$ cat src/hw/strap_pkg.sv
package strap_pkg;

  // ----------------------------------------------------------------------
  // Strap defaults (internal pull levels)
  // ----------------------------------------------------------------------
  localparam logic       BOOT_DFLT     = 1'h0;
  localparam logic       IRQ_DFLT      = 1'h0;
  localparam logic       LINK_DFLT     = 1'h0;
  localparam logic       WPOL_DFLT     = 1'h0;
  localparam logic [2:0] TEST_DFLT     = 3'h7;

  // ----------------------------------------------------------------------
  // Driver configuration encodings
  // ----------------------------------------------------------------------
  localparam logic [1:0] IMP_NORMAL    = 2'h0;
  localparam logic [1:0] IMP_ANALOG    = 2'h2;
  localparam logic [2:0] DRIVE_DFLT    = 3'h5;
  localparam logic [2:0] DRIVE_MAX     = 3'h7;
  localparam logic [3:0] DRIVE_ACK     = 4'hE;
  localparam logic [1:0] STRAP_SETTLE  = 2'h2;

  typedef enum logic [1:0] {
    PULL_NONE,
    PULL_DOWN,
    PULL_UP
  } pull_t;

  typedef enum logic [1:0] {
    DRV_NORMAL,
    DRV_ANALOG,
    DRV_RESERVED
  } drv_mode_t;

endpackage

$ cat src/hw/strap_cfg_if.sv
`timescale 1ns/10ps
`default_nettype none
// Latched strap set handed from capture core to the top
interface strap_cfg_if;
  logic       boot_source_strap;
  logic       ext_interrupt_enable_strap;
  logic       link_rx_width_strap;
  logic       system_reg_write_policy_strap;
  logic [2:0] test_mode_straps;
  logic       pins_released;
  modport capture (output boot_source_strap, ext_interrupt_enable_strap, link_rx_width_strap,
                   system_reg_write_policy_strap, test_mode_straps, pins_released);
  modport user    (input boot_source_strap, ext_interrupt_enable_strap, link_rx_width_strap,
                   system_reg_write_policy_strap, test_mode_straps, pins_released);
endinterface
`default_nettype wire

$ cat src/hw/strap_capture.sv
`timescale 1ns/10ps
`default_nettype none
module strap_capture
  import strap_pkg::*;
(
  input  wire logic       clk_in,        // System clock
  input  wire logic       rst_n_in,      // Async reset, active low
  input  wire logic [6:0] strap_pins_in, // Pad levels: boot,irq,link,wpol,tm1..tm3
  strap_cfg_if.capture    cfg            // Latched straps
);
  import strap_pkg::*;

  logic       armed_ff;
  logic [6:0] straps_ff;
  logic [1:0] settle_ff;
  logic       released_ff;
  wire        take = !armed_ff;

  // --------------------------------------------------------------------
  // Capture on first edge after release; hold until reset asserts again
  // --------------------------------------------------------------------
  always_ff @(posedge clk_in or negedge rst_n_in) begin
    if (!rst_n_in) begin
      armed_ff  <= 1'b0;
      straps_ff <= {TEST_DFLT, WPOL_DFLT, LINK_DFLT, IRQ_DFLT, BOOT_DFLT};
    end else if (take) begin
      armed_ff  <= 1'b1;
      straps_ff <= strap_pins_in;
    end
  end                                                    // Frozen afterwards

  // Short settle delay before pads leave their strap role
  always_ff @(posedge clk_in or negedge rst_n_in) begin
    if (!rst_n_in) begin
      settle_ff   <= 2'h0;
      released_ff <= 1'b0;
    end else if (!released_ff) begin
      settle_ff   <= settle_ff + 2'h1;
      released_ff <= (settle_ff == STRAP_SETTLE);
    end
  end

  assign cfg.boot_source_strap             = straps_ff[0];
  assign cfg.ext_interrupt_enable_strap    = straps_ff[1];
  assign cfg.link_rx_width_strap           = straps_ff[2];
  assign cfg.system_reg_write_policy_strap = straps_ff[3];
  assign cfg.test_mode_straps              = straps_ff[6:4];
  assign cfg.pins_released                 = released_ff;
endmodule // strap_capture
`default_nettype wire

$ cat src/hw/reset_strap_mode_capture.sv
`timescale 1ns/10ps
`default_nettype none
module reset_strap_mode_capture
  import strap_pkg::*;
(
  input  wire logic            clk_in,                         // System clock
  input  wire logic            rst_n_in,                       // Async reset, active low
  input  wire logic            boot_memory_select_pin_in,      // Boot strap pad level
  input  wire logic            bus_master_indicator_pin_in,    // Interrupt strap pad level
  input  wire logic            timer0_expired_pin_in,          // Link width strap pad level
  input  wire logic            bus_lock_pin_in,                // Write policy strap pad level
  input  wire logic [2:0]      link_block_done_in,             // Test strap pad levels 1..3
  input  wire logic [1:0]      impedance_mode_pins_in,         // Static impedance select
  input  wire logic [2:0]      drive_level_pins_in,            // Static drive strength code
  input  wire logic            cfg_write_in,                   // Config register write attempt
  output logic                 boot_from_memory_out,           // Start external memory boot
  output logic                 wait_external_boot_out,         // Idle for host/link boot
  output logic                 irq_enable_out,                 // External interrupts enabled
  output logic                 irq_level_sense_out,            // Interrupts level sensitive
  output logic                 link_rx_4bit_out,               // Link receive width 4-bit
  output logic                 cfg_write_allowed_out,          // Config write permitted now
  output logic [2:0]           test_mode_out,                  // Captured test straps
  output strap_pkg::drv_mode_t driver_mode_out,                // Decoded driver mode
  output logic [2:0]           drive_level_out,                // General pad strength
  output logic [2:0]           fixed_drive_level_out,          // Priority/emu/tdo/rst strength
  output logic [3:0]           ack_drive_level_out,            // Ack pin strength (doubled)
  output strap_pkg::pull_t     boot_lock_pull_out,             // Pull on boot and lock pads
  output strap_pkg::pull_t     driven_strap_pull_out,          // Pull on driven strap pads
  output strap_pkg::pull_t     test_strap_pull_out,            // Pull on test strap pads
  output logic                 strap_pins_functional_out       // Pads back to normal role
);
  import strap_pkg::*;

  strap_cfg_if cfg ();
  logic        wrote_ff;
  logic [2:0]  drive_ff;
  drv_mode_t   mode_ff;
  drv_mode_t   nxt_mode;

  // --------------------------------------------------------------------
  // Strap capture core
  // --------------------------------------------------------------------
  strap_capture u_cap (
    .clk_in        (clk_in),
    .rst_n_in      (rst_n_in),
    .strap_pins_in ({link_block_done_in, bus_lock_pin_in, timer0_expired_pin_in,
                     bus_master_indicator_pin_in, boot_memory_select_pin_in}),
    .cfg           (cfg)
  );

  // Board keeps test straps at default; value only reported
  assign test_mode_out = cfg.test_mode_straps;

  // --------------------------------------------------------------------
  // Mode decode from latched straps
  // --------------------------------------------------------------------
  assign boot_from_memory_out   = cfg.pins_released && !cfg.boot_source_strap;
  assign wait_external_boot_out = cfg.pins_released && cfg.boot_source_strap;
  assign irq_enable_out         = cfg.ext_interrupt_enable_strap;
  assign irq_level_sense_out    = cfg.ext_interrupt_enable_strap;
  assign link_rx_4bit_out       = cfg.link_rx_width_strap;

  // One-shot write window unless the always-writable strap is set
  always_ff @(posedge clk_in or negedge rst_n_in) begin
    if (!rst_n_in) begin
      wrote_ff <= 1'b0;
    end else if (cfg_write_in && cfg.pins_released) begin
      wrote_ff <= 1'b1;
    end
  end
  assign cfg_write_allowed_out = cfg.pins_released &&
                                 (cfg.system_reg_write_policy_strap || !wrote_ff);

  // --------------------------------------------------------------------
  // Driver decode; pins are static so simple registering suffices
  // --------------------------------------------------------------------
  always_comb begin
    case (impedance_mode_pins_in)
      IMP_NORMAL: nxt_mode = DRV_NORMAL;
      IMP_ANALOG: nxt_mode = DRV_ANALOG;
      default:    nxt_mode = DRV_RESERVED;
    endcase
  end

  always_ff @(posedge clk_in or negedge rst_n_in) begin
    if (!rst_n_in) begin
      mode_ff  <= DRV_ANALOG;
      drive_ff <= DRIVE_DFLT;
    end else begin
      mode_ff  <= nxt_mode;
      drive_ff <= drive_level_pins_in;
    end
  end

  assign driver_mode_out       = mode_ff;
  // Strength code only meaningful in normal mode; analog holds max
  assign drive_level_out       = (mode_ff == DRV_NORMAL) ? drive_ff : DRIVE_MAX;
  assign fixed_drive_level_out = DRIVE_MAX;
  assign ack_drive_level_out   = DRIVE_ACK;

  // --------------------------------------------------------------------
  // Pad pull control across the reset boundary
  // --------------------------------------------------------------------
  assign boot_lock_pull_out        = cfg.pins_released ? PULL_UP : PULL_DOWN;
  assign driven_strap_pull_out     = cfg.pins_released ? PULL_NONE : PULL_DOWN;
  assign test_strap_pull_out       = cfg.pins_released ? PULL_NONE : PULL_UP;
  assign strap_pins_functional_out = cfg.pins_released;

endmodule // reset_strap_mode_capture
`default_nettype wire

$ cat config.mk
export PLATFORM = sky130hd
export DESIGN_NAME = reset_strap_mode_capture
export DESIGN_NICKNAME = d
export VERILOG_FILES = /design/src/hw/strap_pkg.sv /design/src/hw/strap_cfg_if.sv /design/src/hw/strap_capture.sv /design/src/hw/reset_strap_mode_capture.sv
export SDC_FILE = /design/constraint.sdc
export NUM_CORES = 1
export LEC_CHECK = 0
export BUFFER_PORTS_ARGS = -buffer_cell sky130_fd_sc_hd__clkbuf_2
export CAP_MARGIN = 25
export CORE_UTILIZATION = 42
export DETAILED_ROUTE_END_ITERATION = 8
export PLACE_DENSITY_LB_ADDON = 0.3
export SLEW_MARGIN = 5
export SYNTH_ARGS = -nofsm -noshare
export SYNTH_HDL_FRONTEND = slang
export SYNTH_HIERARCHICAL = 1
export SYNTH_SLANG_ARGS = --single-unit
export TNS_END_PERCENT = 1
$ cat constraint.sdc
create_clock -name clk_in -period 1.3 [get_ports clk_in]
set_input_delay 0.195 -clock clk_in [delete_from_list [all_inputs] [get_ports clk_in]]
set_output_delay 0.195 -clock clk_in [all_outputs]
set_load 0.01 [all_outputs]
== After elaboration in Yosys (flattened, before gate mapping) ==
Index checks and enable logic that the tools add are counted.

* Bits in registers: 17
* Bits in latches: 0
* Memory bits (writable): 0
* ROM bits: 0
* Word-level logic and storage cells: 25
* Memories kept: 0

* Add/sub/neg operators: 1
* Multiply operators: 0
* Div/mod/pow operators: 0
* Order comparisons: 0
* Equality and inequality tests: 2
* Shift operators: 0
* Muxes and demuxes: 6
* Bitwise gates (word level): 0
* Reductions and logical operators: 9

{| class="wikitable"
|+ Operators by type and width
! cell !! count
|-
| 2-bit == test (second input constant) || 2
|-
| 1-bit logical AND || 4
|-
| 2-bit logical NOT || 2
|-
| 2-bit two-way mux || 2
|-
| 2-bit case mux with 2 select lines || 1
|-
| 3-bit two-way mux || 1
|-
| 2-bit by 1-bit adder with 2-bit output (second input constant) || 1
|-
| 1-bit logical NOT || 2
|-
| 1-bit two-way mux || 2
|-
| 1-bit logical OR || 1
|}

== Depth between registers and ports, before layout ==
Gate-level depths: netlist of run 1.

* Depth in word-level cells: 3
* Depth in mapped cells: 3
* Mapped depth without buffers: 3

== Hierarchy ==
Netlist of run 1, hierarchy kept.

{| class="wikitable"
|+ By module, submodules not included
! module !! times used !! cells an instance !! area an instance (um^2) !! sequential area each (um^2)
|-
| strap_capture || 1 || 26 || 439.2 || 279.0
|-
| reset_strap_mode_capture || 1 || 32 || 317.8 || 153.9
|}

== Worst setup path before layout of run 1 ==
OpenSTA, ideal clock, no wires.

* Kind: register to output
* Start point: register u_cap.released_ff, in the netlist u_cap/cfg.pins_released
* End point: output cfg_write_allowed_out
* Arrival: 0.868 ns
* Data required time: 1.105 ns
* Path slack: 0.237 ns
* Stages on the path, launching flop included: 3
* Cells stage by stage: dfrtp_1 > inv_1 > a21oi_1

* Longest elaborated chain between the ends: 1

{| class="wikitable"
|+ RTL lines
! item !! line !! source
|-
| from (decl) || strap_capture.sv:16 || <nowiki>logic released_ff;</nowiki>
|-
| from (signal assigned) || strap_capture.sv:39 || <nowiki>released_ff <= (settle_ff == STRAP_SETTLE);</nowiki>
|-
| 1-bit logical AND || reset_strap_mode_capture.sv:71 || <nowiki>assign cfg_write_allowed_out = cfg.pins_released &&</nowiki>
|-
| to (decl) || reset_strap_mode_capture.sv:21 || <nowiki>output logic cfg_write_allowed_out,</nowiki>
|}

No other way between the ends.

== Final worst setup path of run 1 ==
* Start point: register drive_ff[2]
* End point: output drive_level_out[2]

* Longest elaborated chain between the ends: 1

{| class="wikitable"
|+ RTL lines
! item !! line !! source
|-
| from (decl) || reset_strap_mode_capture.sv:36 || <nowiki>logic [2:0] drive_ff;</nowiki>
|-
| from (signal assigned) || reset_strap_mode_capture.sv:91 || <nowiki>drive_ff <= drive_level_pins_in;</nowiki>
|-
| 3-bit two-way mux || reset_strap_mode_capture.sv:97 || <nowiki>assign drive_level_out = (mode_ff == DRV_NORMAL) ? drive_ff : DRIVE_MAX;</nowiki>
|-
| to (decl) || reset_strap_mode_capture.sv:24 || <nowiki>output logic [2:0] drive_level_out,</nowiki>
|}

No other way between the ends.

==> results of run 1 <==
-- cell families after synthesis --
kind of cell | count (synthesis) | share of synthesized area [%]
adder cells (fa/ha/maj) | 1 | 1.65
multiplexers | 7 | 13.9
buffers and inverters | 18 | 16.4
AND/OR/NAND/NOR | 8 | 5.95
XOR/XNOR | 1 | 1.16
other | 3 | 1.49
flip-flops | 17 | 57.2
AO/OA/AOI/OAI | 3 | 2.31
-- registers in the layout (all words and copies together), names as in the netlist --
register,count
drive_ff,3
u_cap/cfg.pins_released,1
u_cap/straps_ff,7
driver_mode_out,2
u_cap/armed_ff,1
u_cap/settle_ff,2
wrote_ff,1
-- through the flow --
stage	std cells	utilization (%)	total power, mW	cell area (um^2)
after CTS	114	57.9	1.02	923
after global placement	107	54.3	0.746	866
final	114	58.2	1.00	928
after global routing	114	58.2	1.07	928
after floorplan	65	-	0.706	783
after detailed placement	107	54.3	0.750	866
-- worst max path at each step --
| stage | start | endpoint | slack [ns] | depth (start not counted) |
|---|---|---|---|---|
| after floorplan | u_cap/cfg.pins_released$_DFF_PN0_ | cfg_write_allowed_out | 0.24 | 2 |
| after global placement | driver_mode_out[1]$_DFF_PN0_ | drive_level_out[0] | 0.25 | 2 |
| after detailed placement | u_cap/cfg.pins_released$_DFF_PN0_ | cfg_write_allowed_out | 0.23 | 3 |
| after CTS | drive_ff[1]$_DFF_PN0_ | drive_level_out[1] | -0.04 | 2 |
| after global routing | drive_ff[0]$_DFF_PN1_ | drive_level_out[0] | -0.08 | 2 |
| final | drive_ff[2]$_DFF_PN1_ | drive_level_out[2] | -0.02 | 2 |
-- report_power, final --
group / switching [mW] / total, mW / internal, mW
Combinational: 0.0677 / 0.151 / 0.0831
Clock: 0.141 / 0.260 / 0.119
Sequential: 0.0236 / 0.594 / 0.571
Total: 0.232 / 1.00 / 0.773
-- layout make-up --
type | instances | share of cell area [%]
Timing Repair Buffer | 36 | 21.0
Multi-Input combinational cell | 30 | 24.7
Inverter | 3 | 1.48
Tap cell | 24 | 3.23
Sequential cell | 17 | 46.8
Clock buffer | 4 | 2.83
-- cells in the mapped netlist --
master / number
a21o_1: 1
a21oi_1: 1
and2_1: 1
buf_4: 13
buf_6: 1
clkbuf_1: 1
conb_1: 3
dfrtp_1: 11
dfstp_2: 6
ha_1: 1
inv_1: 3
mux2_4: 7
nand2_1: 1
nor2_1: 1
nor2b_1: 1
o21ai_0: 1
or2_2: 1
or3_1: 3
xnor2_1: 1
-- what timing repair did --
action                     CTS  global route
hold endpoints to repair    13             0
resized for setup            2             4
pin swaps                    3             0
setup endpoints to repair    5             5
hold buffers                 3             0
-- layer usage --
layer	up-vias	part of all wire (%)	global-route usage (%)
met3	2	7.5	3.67
met4	0	1.4	5.45
met1	215	43	15.1
met2	29	48	19.1
li1	224	-	-
met5	-	0	0
==> run summary, run 1 <==
Setup Buffers After CTS - 0
failing checks - negative setup slack
top cell type's share of synthesized area - 36.4%
vias in the first global route - 386
total global routing overflow - 0
clk_skew - 0.00134 ns
die area - 1980 um^2
endpoints failing hold - 0
number of synthesized register bits - 17
post-DR wirelength/cell - 9.21 um
Worst Setup Slack post-DPL - 0.227 ns
via count - 470
Multi-input gate area - 229 um^2
PortBufs - 33
unrepaired setup endpoints after global routing - yes
Critical R2R Capture - u_cap/straps_ff[2]$_DFFE_PN0N_
antenna cells - 0
crit path cell chain - or3_1, clkbuf_2
area grow syn2layout - 22.6%
Die H - 44.5 um
Crit Path Category - reg2out
nets - 107
Hold Crit Class - in2reg
worst hold slack - 0.0269 ns
CTS Buffer Depth - 2
Fillers - 136
clock sinks - 17
Min-Delay Endpoint - drive_ff[1]$_DFF_PN0_
mapped cell area - 757 um^2
H-tree depth - 1
gpl congestion - 0.649
R2R cell count - 1
die width - 44.5 um
Final period util - 102%
Worst Setup End Kind - output pin
Post-Synthesis Cells - 58
f_max - 0.756 GHz
Post-DRT Antenna Nets - 0
Mapped Avg Cell Area - 13.1 um^2
PwrDens - 1080 nW/um^2
DP HPWL - 840 um
CP Max Fanout - 1
clock transition at the registers of the reported paths - 0.09 ns
Buf/Inv on CP - 1
hold path depth - 1
top cells by area, synth - dfrtp_1 36%, dfstp_2 21%, mux2_4 14%, buf_4 13%, or3_1 2.5%
number of CTS-inserted buffers - 3
maxcap violations - 0
CP max stage delay - 0.37 ns
r2r startpoint - u_cap/armed_ff$_DFF_PN0_
final number of max-transition violations - 0
clk_lat worst skew - 0.27 ns
Register Area - 434 um^2
leading area contributor after synthesis - dfrtp_1
Distinct cells, synth - 19
Synth Warn # - 6
pin count of the biggest net entering global routing - 18
most common library cell in the layout ignoring fill and taps - clkbuf_2
CTS tree - yes
Initial Util - 47.5%
Worst VDD drop - 0.558 mV
Tmin final - 1.32 ns
Core Rows - 14
slowest stage cell on the critical path - dfstp_2
min-delay src - drive_level_pins_in[1]
Ports - 43
initial antenna violation count - 0
most frequent cells in the layout - 31 x clkbuf_2, 10 x conb_1, 10 x dfrtp_1
final worst slack - -0.0228 ns
core area - 1590 um^2
final WL - 1050 um
total negative setup slack - -0.0560 ns
drt first pass iters - 4
vias per cell - 4.12
GRT Total Usage - 12.0%
Setup crit start kind - flop
CP delay by family, top - flip-flops
Required @ worst endpoint - 1.11 ns
clk root buf - clkbuf_4
Leak - 0.492 nW
first-pass GRT wire length - 1660 um
residual DRC count - 0
drt initial violations - 2
Final setup viols - 3
status - finished with violations
R2R Setup Slk - 0.26 ns
sequential cell area fraction in the yosys report - 57.2%
share of cells above drive strength 1 - 58.9%
Worst Path Arrival - 1.13 ns
No activity file was read; power rests on OpenSTA's default activity.
==> inputs of run 2 (changes only) <==
--- a/config.mk
+++ b/config.mk
@@ -7,7 +7,10 @@
 export LEC_CHECK = 0
 export BUFFER_PORTS_ARGS = -buffer_cell sky130_fd_sc_hd__clkbuf_2
 export CAP_MARGIN = 25
-export CORE_UTILIZATION = 42
+export CELL_PAD_IN_SITES_DETAIL_PLACEMENT = 1
+export CELL_PAD_IN_SITES_GLOBAL_PLACEMENT = 2
+export CORE_ASPECT_RATIO = 0.6
+export CORE_UTILIZATION = 25
 export DETAILED_ROUTE_END_ITERATION = 8
 export PLACE_DENSITY_LB_ADDON = 0.3
 export SLEW_MARGIN = 5
==> run 2 against run 1 <==
The flow now finishes without violations. Core utilization shrank 25 points. Hold slack got worse by 0.0048 ns. Combinational power fell by 3%. Sequential share of layout area down 1.3 points. Count of clock-buffer cells in the layout fell by 1. Global-route usage decreased by 2.4 points. Routed wire length grew 24%. Critical path type unchanged. Highest routed layer is now met3.
==> run summary, run 2 (synthesis results as in run 1) <==
Post-Place Cells - 126
P_sw - 263 uW
Setup Buffers After CTS - 0
Worst VDD drop - 0.525 mV
unrepaired setup endpoints after global routing - yes
vias in the first global route - 439
antenna cells - 0
first-pass GRT wire length - 2190 um
clk root buf - clkbuf_8
Crit Path Category - reg2out
Final period util - 99.4%
share of total power in combinational logic - 13.1%
internal power - 862 uW
total global routing overflow - 0
Tmin final - 1.29 ns
number of CTS-inserted buffers - 3
PwrDens - 1180 nW/um^2
crit path cell chain - or3_1, clkbuf_2
gpl congestion - 0.611
Required @ worst endpoint - 1.11 ns
clk_skew - 0.00605 ns
die area - 3260 um^2
H-tree depth - 1
Core Rows - 15
CP Max Fanout - 1
Die H - 44.6 um
pin count of the biggest net entering global routing - 18
PortBufs - 33
CTS Buffer Depth - 2
initial antenna violation count - 0
CTS tree - yes
Largest regs - u_cap/straps_ff x7, drive_ff x3
core area - 2870 um^2
endpoints failing hold - 0
clock sinks - 17
status - finished clean
CP delay by family, top - flip-flops
CP max stage delay - 0.36 ns
Sw Share - 23.4%
part of the power in registers - 52.8%
slowest stage cell on the critical path - dfstp_2
DP HPWL - 1000 um
maxcap violations - 0
Initial Util - 26.4%
Worst Setup End Kind - output pin
most frequent cells in the layout - 33 x clkbuf_2, 11 x dfrtp_1, 10 x conb_1
final number of max-transition violations - 0
area grow syn2layout - 25.8%
Post-DRT Antenna Nets - 0
clk_lat worst skew - 0.25 ns
Post-Layout Cell Count - 131
Worst Path Arrival - 1.10 ns
Buf/Inv on CP - 1
post-DR wirelength/cell - 9.93 um
clock transition at the registers of the reported paths - 0.07 ns
via count - 455
residual DRC count - 0
GRT Total Usage - 9.62%
Setup crit start kind - flop
Final setup viols - 0
Leak - 0.501 nW
Hold Crit Class - in2reg
die width - 73.0 um
most common library cell in the layout ignoring fill and taps - clkbuf_2
share of cells above drive strength 1 - 58.4%
drt first pass iters - 4
final WL - 1300 um
Fillers - 339
total negative setup slack - 0 ns
vias per cell - 3.47
drt initial violations - 9
f_max - 0.774 GHz
Ports - 43
Biggest register - u_cap/straps_ff
nets - 106
Clock Power Share - 34.1%
max reg flops - 7
## run 2: cell types whose count changed in the layout (fill, tap and decap cells not counted), moves of 2 or more
cell and change:
clkbuf_4 -3, clkbuf_8 +3, buf_2 -2, clkbuf_2 +2, dlygate4sd3_1 -2
## run 2: layout make-up
cell class              instances  area (um^2)  share of cell area, %
flip-flops and latches         17          433                   45.5
inverters                       3         11.3                   1.18
repair buffers                 35          183                   19.2
well taps                      42         52.6                   5.52
clock buffers                   3         41.3                   4.34
multi-input cells              30          226                   23.8
clock inverters                 1         5.00                  0.526
## run 2: what timing repair did
item | in CTS | in global routing
pin swaps | 3 | 0
cloned | 0 | 0
gates resized for setup | 0 | 0
setup endpoints to repair | 3 | 3
hold endpoints to repair | 11 | 0
hold buffers | 1 | 0
## run 2: layer usage
metal | up-vias | part of all wire, % | global-route usage, %
met5 | - | 0 | 0
met4 | 0 | 0 | 1.18
met3 | 0 | 11 | 6.38
met2 | 23 | 42 | 13.5
met1 | 212 | 47 | 12.6
li1 | 220 | - | -
## run 2: final timing paths
path	slack, ns	end	from	cells after the start
min in group asynchronous	0.41	u_cap/settle_ff[1]$_DFFE_PN0N_	rst_n_in	2
worst max-delay path	0.008	drive_level_out[0]	drive_ff[0]$_DFF_PN1_	2
worst min register to register	0.47	u_cap/settle_ff[0]$_DFFE_PN0N_	u_cap/settle_ff[0]$_DFFE_PN0N_	1
max in group asynchronous	0.56	u_cap/straps_ff[4]$_DFFE_PN1N_	rst_n_in	2
worst min-delay path	0.02	drive_ff[2]$_DFF_PN1_	drive_level_pins_in[2]	1
worst max register to register	0.25	u_cap/straps_ff[2]$_DFFE_PN0N_	u_cap/armed_ff$_DFF_PN0_	1
## run 2: power groups by stage
stage | registers [mW] | logic, mW | clock network [mW]
after CTS | 0.596 | 0.151 | 0.407
after global placement | 0.603 | 0.146 | 0
final | 0.594 | 0.147 | 0.384
after global routing | 0.601 | 0.166 | 0.441
after detailed placement | 0.604 | 0.148 | 0
after floorplan | 0.605 | 0.101 | 0
## run 2: stage by stage
step                      total power, mW  hold slack [ns]  util [%]  worst slack, ns  area (um^2)
after global placement              0.748            0.148      31.2            0.243          896
after CTS                            1.15           0.0128      33.2         -0.00792          952
after global routing                 1.21          0.00972      33.2          -0.0536          952
after floorplan                     0.706           -0.101         -            0.237          783
after detailed placement            0.752            0.155      31.2            0.221          896
final                                1.13           0.0221      33.2          0.00821          952
==> inputs of run 3 (changes only) <==
==> constraint.sdc (replaced) <==
create_clock -name clk_in -period 1.3 [get_ports clk_in]
set_input_delay 0.065 -clock clk_in [delete_from_list [all_inputs] [get_ports clk_in]]
set_output_delay 0.065 -clock clk_in [all_outputs]
set_load 0.01 [all_outputs]
==> run 3 against run 2 <==
Hold slack got worse by 0.013 ns. Critical endpoint unchanged. Die area did not move. Clock skew fell by 0.0058 ns. Count of clock-buffer cells in the layout rose by 1. Non-clock buffer count rose by 3. Sequential share of layout area fell by 1.4 points. Clock power barely moved. Register-to-register slack improved by 0.02 ns. Cell count rose by 2.3%. Total power rose by 0.76%. Critical path depth did not move.
==> run summary, run 3 (synthesis results as in run 1) <==
status - finished clean
CP Max Fanout - 4
drt first pass iters - 2
Placed Area - 888 um^2
clock sinks - 17
Worst VDD drop - 0.566 mV
H-tree depth - 1
clk root buf - clkbuf_8
Worst Setup End Kind - output pin
grt met1 use - 10.8%
Final setup viols - 0
endpoints failing hold - 0
share of cells above drive strength 1 - 55.4%
Crit Path Category - reg2out
final number of max-transition violations - 0
Core Rows - 15
Post-DRT Antenna Nets - 0
antenna cells - 0
internal power - 875 uW
Largest regs - u_cap/straps_ff x7, drive_ff x3
Worst Path Arrival - 1.16 ns
CTS tree - yes
clk_lat worst skew - 0.25 ns
initial antenna violation count - 0
vias per cell - 3.50
CTS Buffer Depth - 2
via count - 469
die area - 3260 um^2
Setup Buffers After CTS - 0
Required @ worst endpoint - 1.24 ns
Biggest register - u_cap/straps_ff
PortBufs - 33
die width - 73.0 um
vias in the first global route - 436
most common library cell in the layout ignoring fill and taps - clkbuf_2
Tmin final - 1.23 ns
DP HPWL - 976 um
max reg flops - 7
cell area after layout - 985 um^2
Die H - 44.6 um
Clock Power Share - 33.7%
nets - 109
share of total power in combinational logic - 13.9%
final worst slack - 0.0743 ns
total negative setup slack - 0 ns
Setup crit start kind - flop
Leak - 0.511 nW
Worst Setup Slack post-DPL - 0.258 ns
post-DR wirelength/cell - 10.3 um
busiest layer in global routing - met2
Sw Share - 22.8%
gpl congestion - 0.579
Hold Crit Class - in2reg
drt initial violations - 12
area grow syn2layout - 30.1%
PwrDens - 1150 nW/um^2
part of the power in registers - 52.4%
Ports - 43
clock transition at the registers of the reported paths - 0.06 ns
Fillers - 329
number of CTS-inserted buffers - 3
final core area utilization - 34.3%
Initial Util - 26.4%
Final period util - 94.3%
P_sw - 259 uW
pin count of the biggest net entering global routing - 18
core area - 2870 um^2
first-pass GRT wire length - 2070 um
residual DRC count - 0
f_max - 0.816 GHz
GRT Total Usage - 8.91%
final WL - 1380 um
unrepaired setup endpoints after global routing - no
clk_skew - 0.000252 ns
most frequent cells in the layout - 33 x clkbuf_2, 10 x conb_1, 10 x dfrtp_1
GR Util met3 - 5.24%
grt met2 use - 13.0%
maxcap violations - 0
total global routing overflow - 0
run 3: changes by cell type in the layout (fill, tap and decap cells not counted):
cell,delta
buf_4,-1
dlygate4sd3_1,+4
dfrtp_2,+1
dfrtp_1,-1
clkbuf_1,+1
clkinv_2,-1
run 3: critical path, cell delays in order, from the launching register on:
cell and delay (ns):
dfrtp_1 0.40, or3_1 0.38, clkbuf_2 0.14
run 3: layout make-up:
| cell class | instances | area [um^2] | share of cell area [%] |
|---|---|---|---|
| tap | 42 | 52.6 | 5.34 |
| sequential | 17 | 434 | 44.1 |
| multi-input combinational | 30 | 226 | 23.0 |
| clock buffer | 4 | 45.0 | 4.57 |
| inverter | 3 | 11.3 | 1.14 |
| timing repair buffer | 38 | 215 | 21.9 |
run 3: per-layer routing:
| layer | wire, um | vias up |
|---|---|---|
| li1 | - | 226 |
| met1 | 651 | 220 |
| met2 | 607 | 23 |
| met3 | 120 | 0 |
| met4 | 0 | 0 |
| met5 | 0 | - |
run 3: metrics by stage:
step	hold WS [ns]	power, mW	std cells
CTS	0.00284	1.16	134
global route	0.00526	1.20	134
global placement	0.0152	0.749	125
finish	0.00920	1.13	134
floorplan	-0.231	0.706	65
detailed placement	0.0204	0.751	125
run 3: final timing paths:
| check | from | endpoint | slack (ns) | cells after the start |
|---|---|---|---|---|
| max in group asynchronous | rst_n_in | drive_ff[0]$_DFF_PN1_ | 0.69 | 2 |
| hold reg to reg | wrote_ff$_DFFE_PN0P_ | wrote_ff$_DFFE_PN0P_ | 0.46 | 1 |
| hold / removal | impedance_mode_pins_in[1] | driver_mode_out[0]$_DFF_PN1_ | 0.009 | 2 |
| setup / recovery | driver_mode_out[1]$_DFF_PN0_ | drive_level_out[0] | 0.07 | 2 |
| setup reg to reg | u_cap/armed_ff$_DFF_PN0_ | u_cap/straps_ff[2]$_DFFE_PN0N_ | 0.27 | 1 |
| min in group asynchronous | rst_n_in | u_cap/armed_ff$_DFF_PN0_ | 0.28 | 2 |
run 3: power groups by stage:
stage          Sequential [mW]  Clock (mW)  Combinational, mW
6_report                 0.595       0.382              0.158
3_3_place_gp             0.604           0              0.145
3_5_place_dp             0.604           0              0.147
4_1_cts                  0.596       0.400              0.160
2_1_floorplan            0.605           0              0.101
5_1_grt                  0.601       0.424              0.175
run 3: what timing repair did:
item | in CTS | in global routing
resized for setup | 0 | 1
setup endpoints to repair | 0 | 2
hold buffers | 5 | 0
hold endpoints to repair | 16 | 0
